===== src/core/stepper_pkg.sv =====
package stepper_pkg;

    // Bus and position widths
    localparam int DATA_W = 32;
    localparam int ADDR_W = 8;
    localparam int POS_W  = 32;

    // Register byte offsets
    localparam logic [ADDR_W-1:0] CFG_OFS    = 8'h00;
    localparam logic [ADDR_W-1:0] ENDOFS_OFS = 8'h04;
    localparam logic [ADDR_W-1:0] STAT_OFS   = 8'h08;
    localparam logic [ADDR_W-1:0] POS_OFS    = 8'h0C;
    localparam int                NREG       = 4;

    // Input mode codes
    typedef logic [2:0] mode_t;
    localparam mode_t MODE_SWITCH    = 3'h0;
    localparam mode_t MODE_DUAL_LO   = 3'h1;
    localparam mode_t MODE_DUAL_HI   = 3'h2;
    localparam mode_t MODE_SINGLE_LO = 3'h3;
    localparam mode_t MODE_SINGLE_HI = 3'h4;
    localparam mode_t MODE_QUAD_X1   = 3'h5;
    localparam mode_t MODE_QUAD_X2   = 3'h6;
    localparam mode_t MODE_QUAD_X4   = 3'h7;
    // Used when both the setting and the switch read zero
    localparam mode_t MODE_SW_DEFAULT = MODE_DUAL_HI;

    // Power-up parameter word, mode in the low bits
    typedef struct packed {
        logic  con_nc;      // Current-on input normally closed
        logic  auto_ret;    // Return to last stop position
        logic  exc_zero;    // First excitation at electrical zero
        logic  dir_pos_cw;  // Positive direction is clockwise
        mode_t mode;        // Pulse input mode
    } cfg_s;
    localparam int   CFG_W   = $bits(cfg_s);
    localparam cfg_s CFG_RST = '{con_nc: 1'b0, auto_ret: 1'b0, exc_zero: 1'b0,
                                 dir_pos_cw: 1'b1, mode: MODE_SWITCH};

    // Completion band offset, tenths of a degree
    localparam int                 OFS_W          = 8;
    localparam logic signed [OFS_W-1:0] OFS_MAX   = 8'sh12;
    localparam logic signed [OFS_W-1:0] OFS_RST   = 8'sh00;
    localparam int                 TENTHS_PER_REV = 3600;

    // Synchronised pin vector layout
    localparam int PIN_STEP   = 0;
    localparam int PIN_DIR    = 1;
    localparam int PIN_FWD    = 2;
    localparam int PIN_REV    = 3;
    localparam int PIN_CON    = 4;
    localparam int PIN_FREE   = 5;
    localparam int PIN_SW_LSB = 6;
    localparam int NPIN       = 9;

    // Status word layout
    localparam int ST_EXC      = 0;
    localparam int ST_END      = 1;
    localparam int ST_ZERO     = 2;
    localparam int ST_DIRCW    = 3;
    localparam int ST_MODE_LSB = 4;
    localparam int ST_PEND     = 7;

    // Cycles after reset release before parameters are taken
    localparam logic [2:0] LOAD_DLY = 3'h4;

    // Excitation state machine
    typedef enum logic [2:0] {
        EXC_PWRUP = 3'b001,
        EXC_OFF   = 3'b010,
        EXC_ON    = 3'b100
    } exc_e;

endpackage


===== src/core/step_if.sv =====
`timescale 1ns/1ns
`default_nettype none

// Pin levels to the step decoder, step strobes back
interface step_if;
    import stepper_pkg::*;
    mode_t mode;      // Resolved input mode
    logic  lvl_step;  // Step pulse level
    logic  lvl_dir;   // Direction level
    logic  lvl_a;     // Forward channel level
    logic  lvl_b;     // Reverse channel level
    logic  fwd;       // One-cycle forward step
    logic  rev;       // One-cycle reverse step
    modport core (output mode, lvl_step, lvl_dir, lvl_a, lvl_b, input fwd, rev);
    modport dec  (input mode, lvl_step, lvl_dir, lvl_a, lvl_b, output fwd, rev);
endinterface

`default_nettype wire


===== src/core/step_decoder.sv =====
`timescale 1ns/1ns
`default_nettype none

module step_decoder
    import stepper_pkg::*;
(
    input wire logic pclk,
    input wire logic presetn,
    step_if.dec      sif
);

    typedef struct packed {
        logic prev_step;  // Last step level
        logic prev_a;     // Last forward channel level
        logic prev_b;     // Last reverse channel level
        logic fwd;        // Forward strobe
        logic rev;        // Reverse strobe
    } dec_s;

    dec_s dec_ff;
    dec_s nxt_dec;

    // Active edge of a pulse line for the chosen polarity
    function automatic logic act_edge(input logic prev, input logic now, input logic hi);
        return hi ? (~prev & now) : (prev & ~now);
    endfunction

    // Edge and phase decoding per mode
    always_comb begin
        logic hi;
        logic e;
        logic a_chg;
        logic b_chg;
        hi = 1'b0;
        e = 1'b0;
        a_chg = dec_ff.prev_a ^ sif.lvl_a;
        b_chg = dec_ff.prev_b ^ sif.lvl_b;
        nxt_dec = dec_ff;
        nxt_dec.prev_step = sif.lvl_step;
        nxt_dec.prev_a = sif.lvl_a;
        nxt_dec.prev_b = sif.lvl_b;
        nxt_dec.fwd = 1'b0;
        nxt_dec.rev = 1'b0;
        unique case (sif.mode)
            MODE_DUAL_LO, MODE_DUAL_HI: begin
                // Each channel steps on its own active edge
                hi = (sif.mode == MODE_DUAL_HI);
                nxt_dec.fwd = act_edge(dec_ff.prev_a, sif.lvl_a, hi);
                nxt_dec.rev = act_edge(dec_ff.prev_b, sif.lvl_b, hi);
            end
            MODE_SINGLE_LO, MODE_SINGLE_HI: begin
                // Direction level picks the sense of each step
                hi = (sif.mode == MODE_SINGLE_HI);
                e = act_edge(dec_ff.prev_step, sif.lvl_step, hi);
                nxt_dec.fwd = e & sif.lvl_dir;
                nxt_dec.rev = e & ~sif.lvl_dir;
            end
            MODE_QUAD_X1: begin
                // Rising edge of the forward channel only
                e = ~dec_ff.prev_a & sif.lvl_a & ~b_chg;
                nxt_dec.fwd = e & ~sif.lvl_b;
                nxt_dec.rev = e & sif.lvl_b;
            end
            MODE_QUAD_X2: begin
                // Both edges of the forward channel
                e = a_chg & ~b_chg;
                nxt_dec.fwd = e & (sif.lvl_a ^ sif.lvl_b);
                nxt_dec.rev = e & ~(sif.lvl_a ^ sif.lvl_b);
            end
            MODE_QUAD_X4: begin
                // Every single edge; a double change is a skipped state and dropped
                e = a_chg ^ b_chg;
                nxt_dec.fwd = e & (sif.lvl_a ^ dec_ff.prev_b);
                nxt_dec.rev = e & ~(sif.lvl_a ^ dec_ff.prev_b);
            end
            default: begin
                // Unresolved mode never reaches here; no steps
                nxt_dec.fwd = 1'b0;
            end
        endcase
    end

    // State register
    always_ff @(posedge pclk or negedge presetn) begin
        if (!presetn) begin
            dec_ff <= '0;
        end else begin
            dec_ff <= nxt_dec;
        end
    end

    assign sif.fwd = dec_ff.fwd;
    assign sif.rev = dec_ff.rev;

endmodule

`default_nettype wire


===== src/core/stepper_pulse_command_input.sv =====
`timescale 1ns/1ns
`default_nettype none

module stepper_pulse_command_input
    import stepper_pkg::*;
#(
    parameter bit AC_VARIANT    = 1'b1,  // Return on main power-on
    parameter int ELEC_STEPS    = 20,    // Steps per electrical cycle
    parameter int STEPS_PER_REV = 1000,  // Command resolution
    parameter int END_BAND      = 1      // Half width of completion band
)
(
    input  wire logic              pclk,
    input  wire logic              presetn,
    input  wire logic              cold_rstn,
    input  wire logic              psel,
    input  wire logic              penable,
    input  wire logic              pwrite,
    input  wire logic [ADDR_W-1:0] paddr,
    input  wire logic [DATA_W-1:0] pwdata,
    output logic      [DATA_W-1:0] prdata,
    output logic                   pready,
    output logic                   pslverr,
    input  wire logic              step_pulse_in,
    input  wire logic              dir_in,
    input  wire logic              forward_pulse_in,
    input  wire logic              reverse_pulse_in,
    input  wire logic              con_in,
    input  wire logic              free_in,
    input  wire logic [2:0]        mode_sw_in,
    input  wire logic [POS_W-1:0]  actual_pos_in,
    output logic                   step_out,
    output logic                   dir_cw_out,
    output logic                   excite_out,
    output logic                   zero_excite_out,
    output logic                   auto_return_out,
    output logic                   end_out,
    output logic                   electrical_zero_out
);

    localparam int ELEC_W = $clog2(ELEC_STEPS);

    // Refuse settings the counters cannot serve
    if (ELEC_STEPS < 2) begin : g_bad_elec
        $error("ELEC_STEPS must be at least 2");
    end
    if (STEPS_PER_REV < 1 || END_BAND < 0) begin : g_bad_res
        $error("STEPS_PER_REV and END_BAND out of range");
    end

    // Parameter store, survives the driver reset
    typedef struct packed {
        cfg_s                     cfg;  // Written power-up parameters
        logic signed [OFS_W-1:0]  ofs;  // Completion band offset, live
    } store_s;

    // Driver state
    typedef struct packed {
        logic [NPIN-1:0]   s1;        // Pin sampler, first stage
        logic [NPIN-1:0]   s2;        // Second stage
        logic [NPIN-1:0]   s3;        // Third stage
        logic [NPIN-1:0]   pin;       // Filtered pin levels
        logic              free_prev; // Last release level
        exc_e              st;        // Excitation state
        logic [2:0]        dly;       // Settling count after reset
        cfg_s              act;       // Parameters in force
        mode_t             mode;      // Resolved input mode
        logic              first;     // First excitation done
        logic [POS_W-1:0]  cmd_pos;   // Command position
        logic [ELEC_W-1:0] elec;      // Electrical phase step
        logic              step_o;    // Step strobe
        logic              dir_o;     // Shaft sense of last step
        logic              exc_o;     // Motor energized
        logic              zero_o;    // Excite at electrical zero
        logic              ret_o;     // Auto return request
        logic              end_o;     // Positioning complete
        logic              ezero_o;   // Electrical zero timing
        logic [DATA_W-1:0] prdata;    // Read data
        logic              pready;    // Bus answer
        logic              pslverr;   // Unmapped address
    } core_s;

    store_s store_ff;
    store_s nxt_store;
    core_s  core_ff;
    core_s  nxt_core;

    // Decoder link
    step_if sif ();

    // One-hot register select, shared by read and write paths
    function automatic logic [NREG-1:0] reg_sel(input logic [ADDR_W-1:0] a);
        reg_sel = {a == POS_OFS, a == STAT_OFS, a == ENDOFS_OFS, a == CFG_OFS};
    endfunction

    // Mode switch covers setting zero; a zero switch falls back
    function automatic mode_t resolve_mode(input mode_t cfg_mode, input mode_t sw);
        if (cfg_mode != MODE_SWITCH) begin
            resolve_mode = cfg_mode;
        end else if (sw != MODE_SWITCH) begin
            resolve_mode = sw;
        end else begin
            resolve_mode = MODE_SW_DEFAULT;
        end
    endfunction

    // Completion offset scaled from tenths of a degree to counts
    logic signed [POS_W-1:0] ofs_cnt;
    logic signed [POS_W-1:0] dev;
    logic signed [POS_W-1:0] dev_abs;
    logic                    in_band;
    // Pins agreeing over the last two samples
    logic [NPIN-1:0]         agree;
    logic [NPIN-1:0]         pins_raw;
    // Write strobe at the access edge
    logic                    wr_en;
    logic [NREG-1:0]         wr_sel;

    assign pins_raw = {mode_sw_in, free_in, con_in, reverse_pulse_in,
                       forward_pulse_in, dir_in, step_pulse_in};
    assign agree    = ~(core_ff.s2 ^ core_ff.s3);
    assign wr_en    = psel & penable & pwrite & core_ff.pready & ~core_ff.pslverr;
    assign wr_sel   = reg_sel(paddr);

    // Band test on the stopped deviation, shifted by the offset
    always_comb begin
        int ofs_i;
        ofs_i = int'(store_ff.ofs) * STEPS_PER_REV / TENTHS_PER_REV;
        ofs_cnt = POS_W'(ofs_i);
        dev = $signed(core_ff.cmd_pos - actual_pos_in) - ofs_cnt;
        dev_abs = dev[POS_W-1] ? -dev : dev;
        in_band = (dev_abs <= POS_W'(END_BAND));
    end

    // Parameter store: config writes land here, not in the live set; the offset is used as stored
    always_comb begin
        logic signed [OFS_W-1:0] w;
        w = pwdata[OFS_W-1:0];
        nxt_store = store_ff;
        if (wr_en && wr_sel[0]) begin
            nxt_store.cfg = cfg_s'(pwdata[CFG_W-1:0]);
        end
        if (wr_en && wr_sel[1]) begin
            // Clamp to the legal band offset range
            if (w > OFS_MAX) begin
                nxt_store.ofs = OFS_MAX;
            end else if (w < -OFS_MAX) begin
                nxt_store.ofs = -OFS_MAX;
            end else begin
                nxt_store.ofs = w;
            end
        end
    end

    // Store register on the cold reset only
    always_ff @(posedge pclk or negedge cold_rstn) begin
        if (!cold_rstn) begin
            store_ff <= '{cfg: CFG_RST, ofs: OFS_RST};
        end else begin
            store_ff <= nxt_store;
        end
    end

    // Main next-state logic
    always_comb begin
        logic con_act;
        logic free_fall;
        logic fwd_s;
        logic rev_s;
        logic [DATA_W-1:0] stat;
        logic [NREG-1:0] sel;
        // Polarity applied to current-on; release edge for return
        con_act = core_ff.pin[PIN_CON] ^ core_ff.act.con_nc;
        free_fall = core_ff.free_prev & ~core_ff.pin[PIN_FREE];
        // Opposite strobes in one cycle cancel
        fwd_s = sif.fwd & ~sif.rev;
        rev_s = sif.rev & ~sif.fwd;
        stat = '0;
        sel = reg_sel(paddr);
        nxt_core = core_ff;

        // Three-stage sampler; a level counts once stages two and three agree
        nxt_core.s1 = pins_raw;
        nxt_core.s2 = core_ff.s1;
        nxt_core.s3 = core_ff.s2;
        nxt_core.pin = (agree & core_ff.s3) | (~agree & core_ff.pin);
        nxt_core.free_prev = core_ff.pin[PIN_FREE];

        // Strobes last one cycle
        nxt_core.step_o = 1'b0;
        nxt_core.zero_o = 1'b0;
        nxt_core.ret_o = 1'b0;

        // Excitation sequence
        unique case (core_ff.st)
            EXC_PWRUP: begin
                // Wait for the sampler to settle before taking parameters
                if (core_ff.dly == LOAD_DLY) begin
                    nxt_core.act = store_ff.cfg;
                    nxt_core.mode = resolve_mode(store_ff.cfg.mode,
                        core_ff.pin[PIN_SW_LSB +: 3]);
                    nxt_core.st = EXC_OFF;
                    // Main power-on return on the mains-fed variant
                    nxt_core.ret_o = AC_VARIANT & store_ff.cfg.auto_ret;
                end else begin
                    nxt_core.dly = core_ff.dly + 3'h1;
                end
            end
            EXC_OFF: begin
                // A closed-contact input is already active: no edge needed
                if (con_act) begin
                    nxt_core.st = EXC_ON;
                    if (!core_ff.first) begin
                        // First excitation: zero angle if asked or closed contact
                        nxt_core.zero_o = core_ff.act.exc_zero
                                        | core_ff.act.con_nc;
                    end else begin
                        nxt_core.ret_o = core_ff.act.auto_ret;
                    end
                    nxt_core.first = 1'b1;
                end
            end
            EXC_ON: begin
                if (!con_act) begin
                    nxt_core.st = EXC_OFF;
                end else if (free_fall) begin
                    nxt_core.ret_o = core_ff.act.auto_ret;
                end
            end
            default: begin
                // Corrupt state code: restart the power-up sequence
                nxt_core.st = EXC_PWRUP;
            end
        endcase

        // Shaft release holds the motor unenergized
        nxt_core.exc_o = (nxt_core.st == EXC_ON) & ~core_ff.pin[PIN_FREE];

        // Steps are taken only while energized
        if (core_ff.exc_o && (fwd_s || rev_s)) begin
            nxt_core.step_o = 1'b1;
            if (fwd_s) begin
                nxt_core.cmd_pos = core_ff.cmd_pos + POS_W'(1);
                nxt_core.dir_o = core_ff.act.dir_pos_cw;
                if (core_ff.elec == ELEC_W'(ELEC_STEPS - 1)) begin
                    nxt_core.elec = '0;
                end else begin
                    nxt_core.elec = core_ff.elec + ELEC_W'(1);
                end
            end else begin
                nxt_core.cmd_pos = core_ff.cmd_pos - POS_W'(1);
                nxt_core.dir_o = ~core_ff.act.dir_pos_cw;
                if (core_ff.elec == '0) begin
                    nxt_core.elec = ELEC_W'(ELEC_STEPS - 1);
                end else begin
                    nxt_core.elec = core_ff.elec - ELEC_W'(1);
                end
            end
        end

        // Exciting at zero angle resets the electrical phase
        if (nxt_core.zero_o) begin
            nxt_core.elec = '0;
        end
        nxt_core.ezero_o = (nxt_core.elec == '0);

        // Completion only when energized and not stepping
        nxt_core.end_o = core_ff.exc_o & ~core_ff.step_o & ~fwd_s & ~rev_s
                       & in_band;

        // Status word
        stat[ST_EXC] = core_ff.exc_o;
        stat[ST_END] = core_ff.end_o;
        stat[ST_ZERO] = core_ff.ezero_o;
        stat[ST_DIRCW] = core_ff.dir_o;
        stat[ST_MODE_LSB +: 3] = core_ff.mode;
        // Stored parameters differ from those in force until restart
        stat[ST_PEND] = (store_ff.cfg != core_ff.act);

        // Bus slave: answer in the first access cycle
        nxt_core.pready = 1'b0;
        nxt_core.pslverr = 1'b0;
        if (psel && !penable) begin
            nxt_core.pready = 1'b1;
            nxt_core.pslverr = ~(|sel);
            unique case (1'b1)
                sel[0]: nxt_core.prdata = DATA_W'(store_ff.cfg);
                sel[1]: nxt_core.prdata = DATA_W'(unsigned'(store_ff.ofs));
                sel[2]: nxt_core.prdata = stat;
                sel[3]: nxt_core.prdata = DATA_W'(core_ff.cmd_pos);
                default: nxt_core.prdata = '0;
            endcase
        end
    end

    // Driver state register
    always_ff @(posedge pclk or negedge presetn) begin
        if (!presetn) begin
            core_ff <= '{s1: '0, s2: '0, s3: '0, pin: '0, free_prev: 1'b0,
                         st: EXC_PWRUP, dly: 3'h0, act: CFG_RST,
                         mode: MODE_SW_DEFAULT, first: 1'b0, cmd_pos: '0,
                         elec: '0, step_o: 1'b0, dir_o: 1'b0, exc_o: 1'b0,
                         zero_o: 1'b0, ret_o: 1'b0, end_o: 1'b0,
                         ezero_o: 1'b0, prdata: '0, pready: 1'b0,
                         pslverr: 1'b0};
        end else begin
            core_ff <= nxt_core;
        end
    end

    // Decoder sees filtered pins; the two quadrature channels share the pulse lines
    assign sif.mode     = core_ff.mode;
    assign sif.lvl_step = core_ff.pin[PIN_STEP];
    assign sif.lvl_dir  = core_ff.pin[PIN_DIR];
    assign sif.lvl_a    = core_ff.pin[PIN_FWD];
    assign sif.lvl_b    = core_ff.pin[PIN_REV];

    step_decoder u_dec (
        .pclk    (pclk),
        .presetn (presetn),
        .sif     (sif)
    );

    // Outputs straight from flops
    assign prdata              = core_ff.prdata;
    assign pready              = core_ff.pready;
    assign pslverr             = core_ff.pslverr;
    assign step_out            = core_ff.step_o;
    assign dir_cw_out          = core_ff.dir_o;
    assign excite_out          = core_ff.exc_o;
    assign zero_excite_out     = core_ff.zero_o;
    assign auto_return_out     = core_ff.ret_o;
    assign end_out             = core_ff.end_o;
    assign electrical_zero_out = core_ff.ezero_o;

endmodule

`default_nettype wire


===== config.mk =====
export PLATFORM = sky130hd
export DESIGN_NAME = stepper_pulse_command_input
export DESIGN_NICKNAME = d
export VERILOG_FILES = /design/src/core/stepper_pkg.sv /design/src/core/step_if.sv /design/src/core/step_decoder.sv /design/src/core/stepper_pulse_command_input.sv
export SDC_FILE = /design/constraint.sdc
export NUM_CORES = 1
export LEC_CHECK = 0
export ABC_AREA = 0
export ABC_CLOCK_PERIOD_IN_PS = 24700
export BUFFER_PORTS_ARGS = -buffer_cell sky130_fd_sc_hd__buf_2
export CORE_MARGIN = 1
export CORE_UTILIZATION = 67
export DETAILED_ROUTE_END_ITERATION = 6
export MAX_ROUTING_LAYER = met4
export PLACE_DENSITY = 0.95
export SLEW_MARGIN = 20
export SYNTH_ARGS = -nofsm -noshare
export SYNTH_HDL_FRONTEND = slang
export SYNTH_SLANG_ARGS = --single-unit

===== constraint.sdc =====
create_clock -name pclk -period 24.7 [get_ports pclk]
set_clock_uncertainty 0.1 [all_clocks]
set_input_delay 2.47 -clock pclk [delete_from_list [all_inputs] [get_ports pclk]]
set_output_delay 2.47 -clock pclk [all_outputs]
set_load 0.005 [all_outputs]

# Word level (Yosys, flattened, before mapping)
# Cells that the tools add are included.
[word_totals]
ff_bits = 152
latchBits = 0
mem_bits_rw = 0
mem_bits_ro = 0
in_bits = 87
output_inout_bits = 41
elab_cells = 175
n_memories = 0
[op_classes]
add_sub_neg = 8
multipliers = 1
n_div = 1
n_lt_le_gt_ge = 3
n_eq_ne = 17
shift = 0
muxes = 30
bitwise = 61
reduce_logical = 17
[op_table]
columns = ["operator", "count"]
rows = [
  ["$pmux W32 S4", 1],
  ["$sub A32 B32 Y32", 2],
  ["$mux W37", 1],
  ["$add A32 B1 Y32 const B", 1],
  ["$div A32 B13 Y32 const B", 1],
  ["$le A32 B2 Y1 const B", 1],
  ["$mux W32", 1],
  ["$neg A32 Y32", 1],
  ["$sub A32 B1 Y32 const B", 1],
  ["$and A1 B1 Y1", 28],
  ["$eq A3 B3 Y1 const B", 7],
  ["$not A1 Y1", 20],
  ["$and A9 B9 Y9", 2],
  ["$not A9 Y9", 2],
  ["$eq A8 B4 Y1 const B", 2],
  ["$mul A8 B8 Y16 const B", 1],
  ["$mux W8", 2],
  ["$mux W3", 5],
  ["$mux W5", 3],
  ["$logic_not A5 Y1", 2],
  ["$mux W1", 10],
  ["$pmux W1 S5", 2],
  ["$eq A3 B2 Y1 const B", 3],
  ["$or A9 B9 Y9", 1],
  ["other kinds (24)", 38],
]

# Logic depth before layout (Yosys ltp)
[logic_depth]
word_depth = 7
depth_mapped = 70
ltp_nobuf = 66

# By module
# From an unflattened synthesis, not the netlist that was laid out.
[hier_totals]
cells_unflattened = 1640
area_unflattened_um2 = 14640.3
[by_module_without_submodules]
columns = ["mod", "instances", "cells_per_inst", "area_per_inst_um2", "seq_area_each_um2"]
rows = [
  ["stepper_pulse_command_input", 1, 1603, 14231.1, 3683.5],
  ["step_decoder", 1, 37, 409.1, 125.1],
]

# Least setup slack after synthesis
# OpenSTA, ideal clock, no wires.
[synth_path]
path_type = "reg-to-reg"
start = "register store_ff[7] (netlist bit)"
end = "register core_ff (netlist bit end_out)"
setup_time_ns = 0.082
arrival_time_ns = 15.839
t_required_ns = 24.518
setup_slack_ns = 8.679
path_stages_with_launch = 66
path_buffers = 2
period_less_slack_ns = 16.021
path_cell_list = "dfrtp_1 -> inv_1 -> fa_1 -> fa_1 -> inv_1 -> fa_1 -> inv_1 -> fa_1 -> inv_1 -> ha_1 -> or3_1 -> and2_1 -> o31ai_2 -> xnor2_1 -> buf_2 -> or4_4 -> or4_4 -> o211ai_2 -> (+30 left out) -> o21a_1 -> o21ai_0 -> a21boi_0 -> a211oi_1 -> nor3_1 -> a2111oi_0 -> nand3_1 -> nor4_1 -> nand4b_1 -> or3_1 -> o22a_1 -> nor2_1 -> mux2i_1 -> a2111o_1 -> a31o_2 -> a2111oi_2 -> a41oi_1 -> a31oi_1"
[synth_rtl]
columns = ["element", "line", "text"]
rows = [
  ["start: declaration", "stepper_pulse_command_input.sv:83", "store_s store_ff;"],
  ["start signal: assignment", "stepper_pulse_command_input.sv:158", "store_ff <= '{cfg: CFG_RST, ofs: OFS_RST};"],
  ["start signal: assignment", "stepper_pulse_command_input.sv:160", "store_ff <= nxt_store;"],
  ["end signal: assignment", "stepper_pulse_command_input.sv:299", "core_ff <= '{s1: '0, s2: '0, s3: '0, pin: '0, free_prev: 1'b0,"],
  ["end signal: assignment", "stepper_pulse_command_input.sv:307", "core_ff <= nxt_core;"],
  ["end: declaration", "stepper_pulse_command_input.sv:85", "core_s core_ff;"],
]

==> key figures <==
Die
  – Starting Density: 68.67%
  – Core Footprint: about 22000 um^2
  – IO Pins: around 130
  – Die Y: approximately 150 um
  – Die area: between 20000 and 25000 um^2
  – Core Rows: 54
  – Die width: ~150 um

STA
  – Worst slew margin: a little over a quarter
  – Fin crit period: 19.38 ns
  – Final Slew Violations: 0
  – Final Cycle Share: 78.47%
  – TNS Setup: 0 ns
  – Least-Margin Pin Slew: ~1.1 ns
  – Hold Fails Final Rpt: 0
  – RSZ-0062 raised after global routing: false
  – Setup violations, final: 0
  – FMAX: 0.05159 GHz

Critical path
  – Critical Path RT: 24.91 ns
  – Crit path capture type: flop
  – Arrival @ worst endpoint: 19.59 ns
  – Crit path largest cell delay: just over 0.8 ns
  – Classification of the worst setup path: flop to flop
  – CP max FO: 21
  – CP max-delay cell: a2111oi_0
  – Startpoint Class: flop

Drt
  – WL final: between 40000 and 50000 um
  – Avg WL per Cell: approximately 20 um
  – 1st-iter DRT viols: ~1400
  – DRT Pass-1 Iters: 7
  – Met3 Routed Length: 3613 um
  – M1 wire length: 16310 um
  – Top layer in use: met4
  – Antenna Nets Post-Route: 0
  – Wire length on met2: slightly below 20000 um
  – Residual DRC: 7
  – DR vias/cell: 6.671
  – Vias: 13840

CTS
  – Resize count post-CTS: 0
  – CTS H-tree lvls: 4
  – CTS Hold Bufs: 0
  – CTS root buf: clkbuf_16
  – Postcts setup bufs: 0
  – CTS tree: yes
  – Worst-Skew Late Latency: 0.43 ns
  – Clock Sinks: 152
  – Clock buffer depth: 2
  – Inserted Clock Buffers: 17
  – Clk slew on worst S/H paths: 0.06 ns

Global routing
  – First-pass GRT wire length: 67720 um
  – Global route overflow: 0
  – Vias in the first global route: approximately 14000
  – Largest net degree at the start of global routing: 80
  – GR Util All Layers: between 30% and 40%
  – Initial antenna violation count: 2

Job
  – Max_cap viols: 0

Synthesis
  – Synth Flop Type: dfrtp_1
  – Synth area leader: dfrtp_1
  – EDFF count, synth: 0
  – Post-synth top cells: inv_1, dfrtp_1, nand2_1, nor2_1, ha_1
  – Synth Area in Compound Gates: roughly 21%
  – Number of synthesized register bits: 152
  – Post-synthesis mux area share: a little over 3%
  – Synth top area share: between 20 and 25%
  – Most common cell in the netlist: inv_1
  – Largest family of logic cells by synthesized area: compound AO/OA/AOI/OAI gates
  – Synthesized area per cell: ~8.8 um^2
  – Cells after synthesis: 1721
  – Largest cells by area after synthesis: dfrtp_1, ha_1, fa_1
  – Unique cell type count in the Yosys netlist: ~110
  – Post-Synth Simple-Gate Area: 18.18%
  – Netlist Area Pre-Place: 15080 um^2
  – Synthesis Warnings: 0
  – Xor and xnor area share after synthesis: a little over 7%
  – Synth Area in Adders: between 10% and 20%
  – Sequential share of the synthesized area: 25.26%
  – Ys async rst share: 100.0%
  – Mapped Nets: 1982

Place
  – I/O Buffers: 103
  – GPL Wtd Cong: 0.9871
  – HPWL after DPL: 30360 um

Worst hold path
  – Hold/Removal Path Class: flop to flop

Status
  – Status: complete, but fails checks
  – Failing checks: DRC

Final layout
  – Area grow syn2layout: 7.643%
  – Fraction of layout cells with a size suffix above 1: roughly 14%
  – Post-layout net count: just over 2000
layout make-up:
type                       instances  area (um^2)
inverter                         198        743.2
antenna                            2        5.005
sequential                       152         3809
tap                              280        350.3
timing repair buffer             110        574.3
clock inverter                    10        167.7
clock buffer                      22        454.2
multi-input combinational       1300        10130
fill                            1388         5728
registers in the layout, indices dropped and copies added (netlist names), named ones only:
| register | cells |
|---|---|
| core_ff | 79 |
| prdata | 32 |
| store_ff | 15 |
| sif.mode | 3 |
| u_dec.dec_ff | 3 |
| auto_return_out | 1 |
| dir_cw_out | 1 |
| electrical_zero_out | 1 |
| end_out | 1 |
| excite_out | 1 |
| pready | 1 |
| pslverr | 1 |
| step_out | 1 |
| u_dec.sif.fwd | 1 |
| u_dec.sif.rev | 1 |
| zero_excite_out | 1 |
layer usage:
layer / vias to the layer above / global-route usage, %
met5: - / -
met4: 0 / 16.47
met3: 192 / 5.248
met2: 800 / 61.49
met1: 6626 / 45.90
li1: 6218 / -
cell families after synthesis:
family | count (synthesis)
compound gates | 435
xor+xnor | 120
fa+ha+maj | 184
buf+inv | 269
flops | 152
mux | 35
simple gates | 526
worst paths after layout:
kind                              start  depth (start not counted)            to  slack (ns)
max                         store_ff[7]                         63       end_out        5.32
min in group asynchronous     cold_rstn                          1   store_ff[6]        1.83
min reg2reg                core_ff[127]                          0  core_ff[118]        0.25
max in group asynchronous       presetn                          2   core_ff[42]       21.26
max reg2reg                 store_ff[7]                         63       end_out        5.32
min                        core_ff[127]                          0  core_ff[118]        0.25
per-stage QoR:
| step | util, % | area (um^2) | setup WS, ns | std cells | hold WS [ns] |
|---|---|---|---|---|---|
| 2_1_floorplan | - | 15080 | 8.679 | 1721 | 0.2312 |
| 3_3_place_gp | 71.01 | 15590 | 5.814 | 2040 | 0.2314 |
| 3_5_place_dp | 71.01 | 15590 | 5.675 | 2040 | 0.2364 |
| 4_1_cts | 73.85 | 16220 | 5.430 | 2072 | 0.2497 |
| 5_1_grt | 73.91 | 16230 | 4.187 | 2074 | 0.2564 |
| 6_report | 73.91 | 16230 | 5.317 | 2074 | 0.2471 |
cells in the final DEF (no fill, tap or decap), drive strengths merged, types with 30 or more instances in the layout:
cell type	synthesis	final
a21oi	87	87
dfrtp	148	148
o21ai	96	96
xor2	30	30
fa	58	58
inv	198	199
nor2	120	120
nand3	46	46
buf	43	110
nor3	62	62
ha	116	116
xnor2	90	90
nand2	123	123
a22o	35	35
worst max-delay path: cells and delay by family (launching register included):
kind | cells | cell delay (ns)
AO/OA/AOI/OAI | 31 | 9.52
XOR/XNOR | 2 | 0.33
adder cells (fa/ha/maj) | 8 | 3.46
buffers and inverters | 5 | 0.48
flip-flops | 1 | 0.67
multiplexers | 1 | 0.10
AND/OR/NAND/NOR | 16 | 4.57
Power is left out: the tool's default activity adds up to more than one toggle a clock period on the data nets, which glitch-free logic cannot reach.
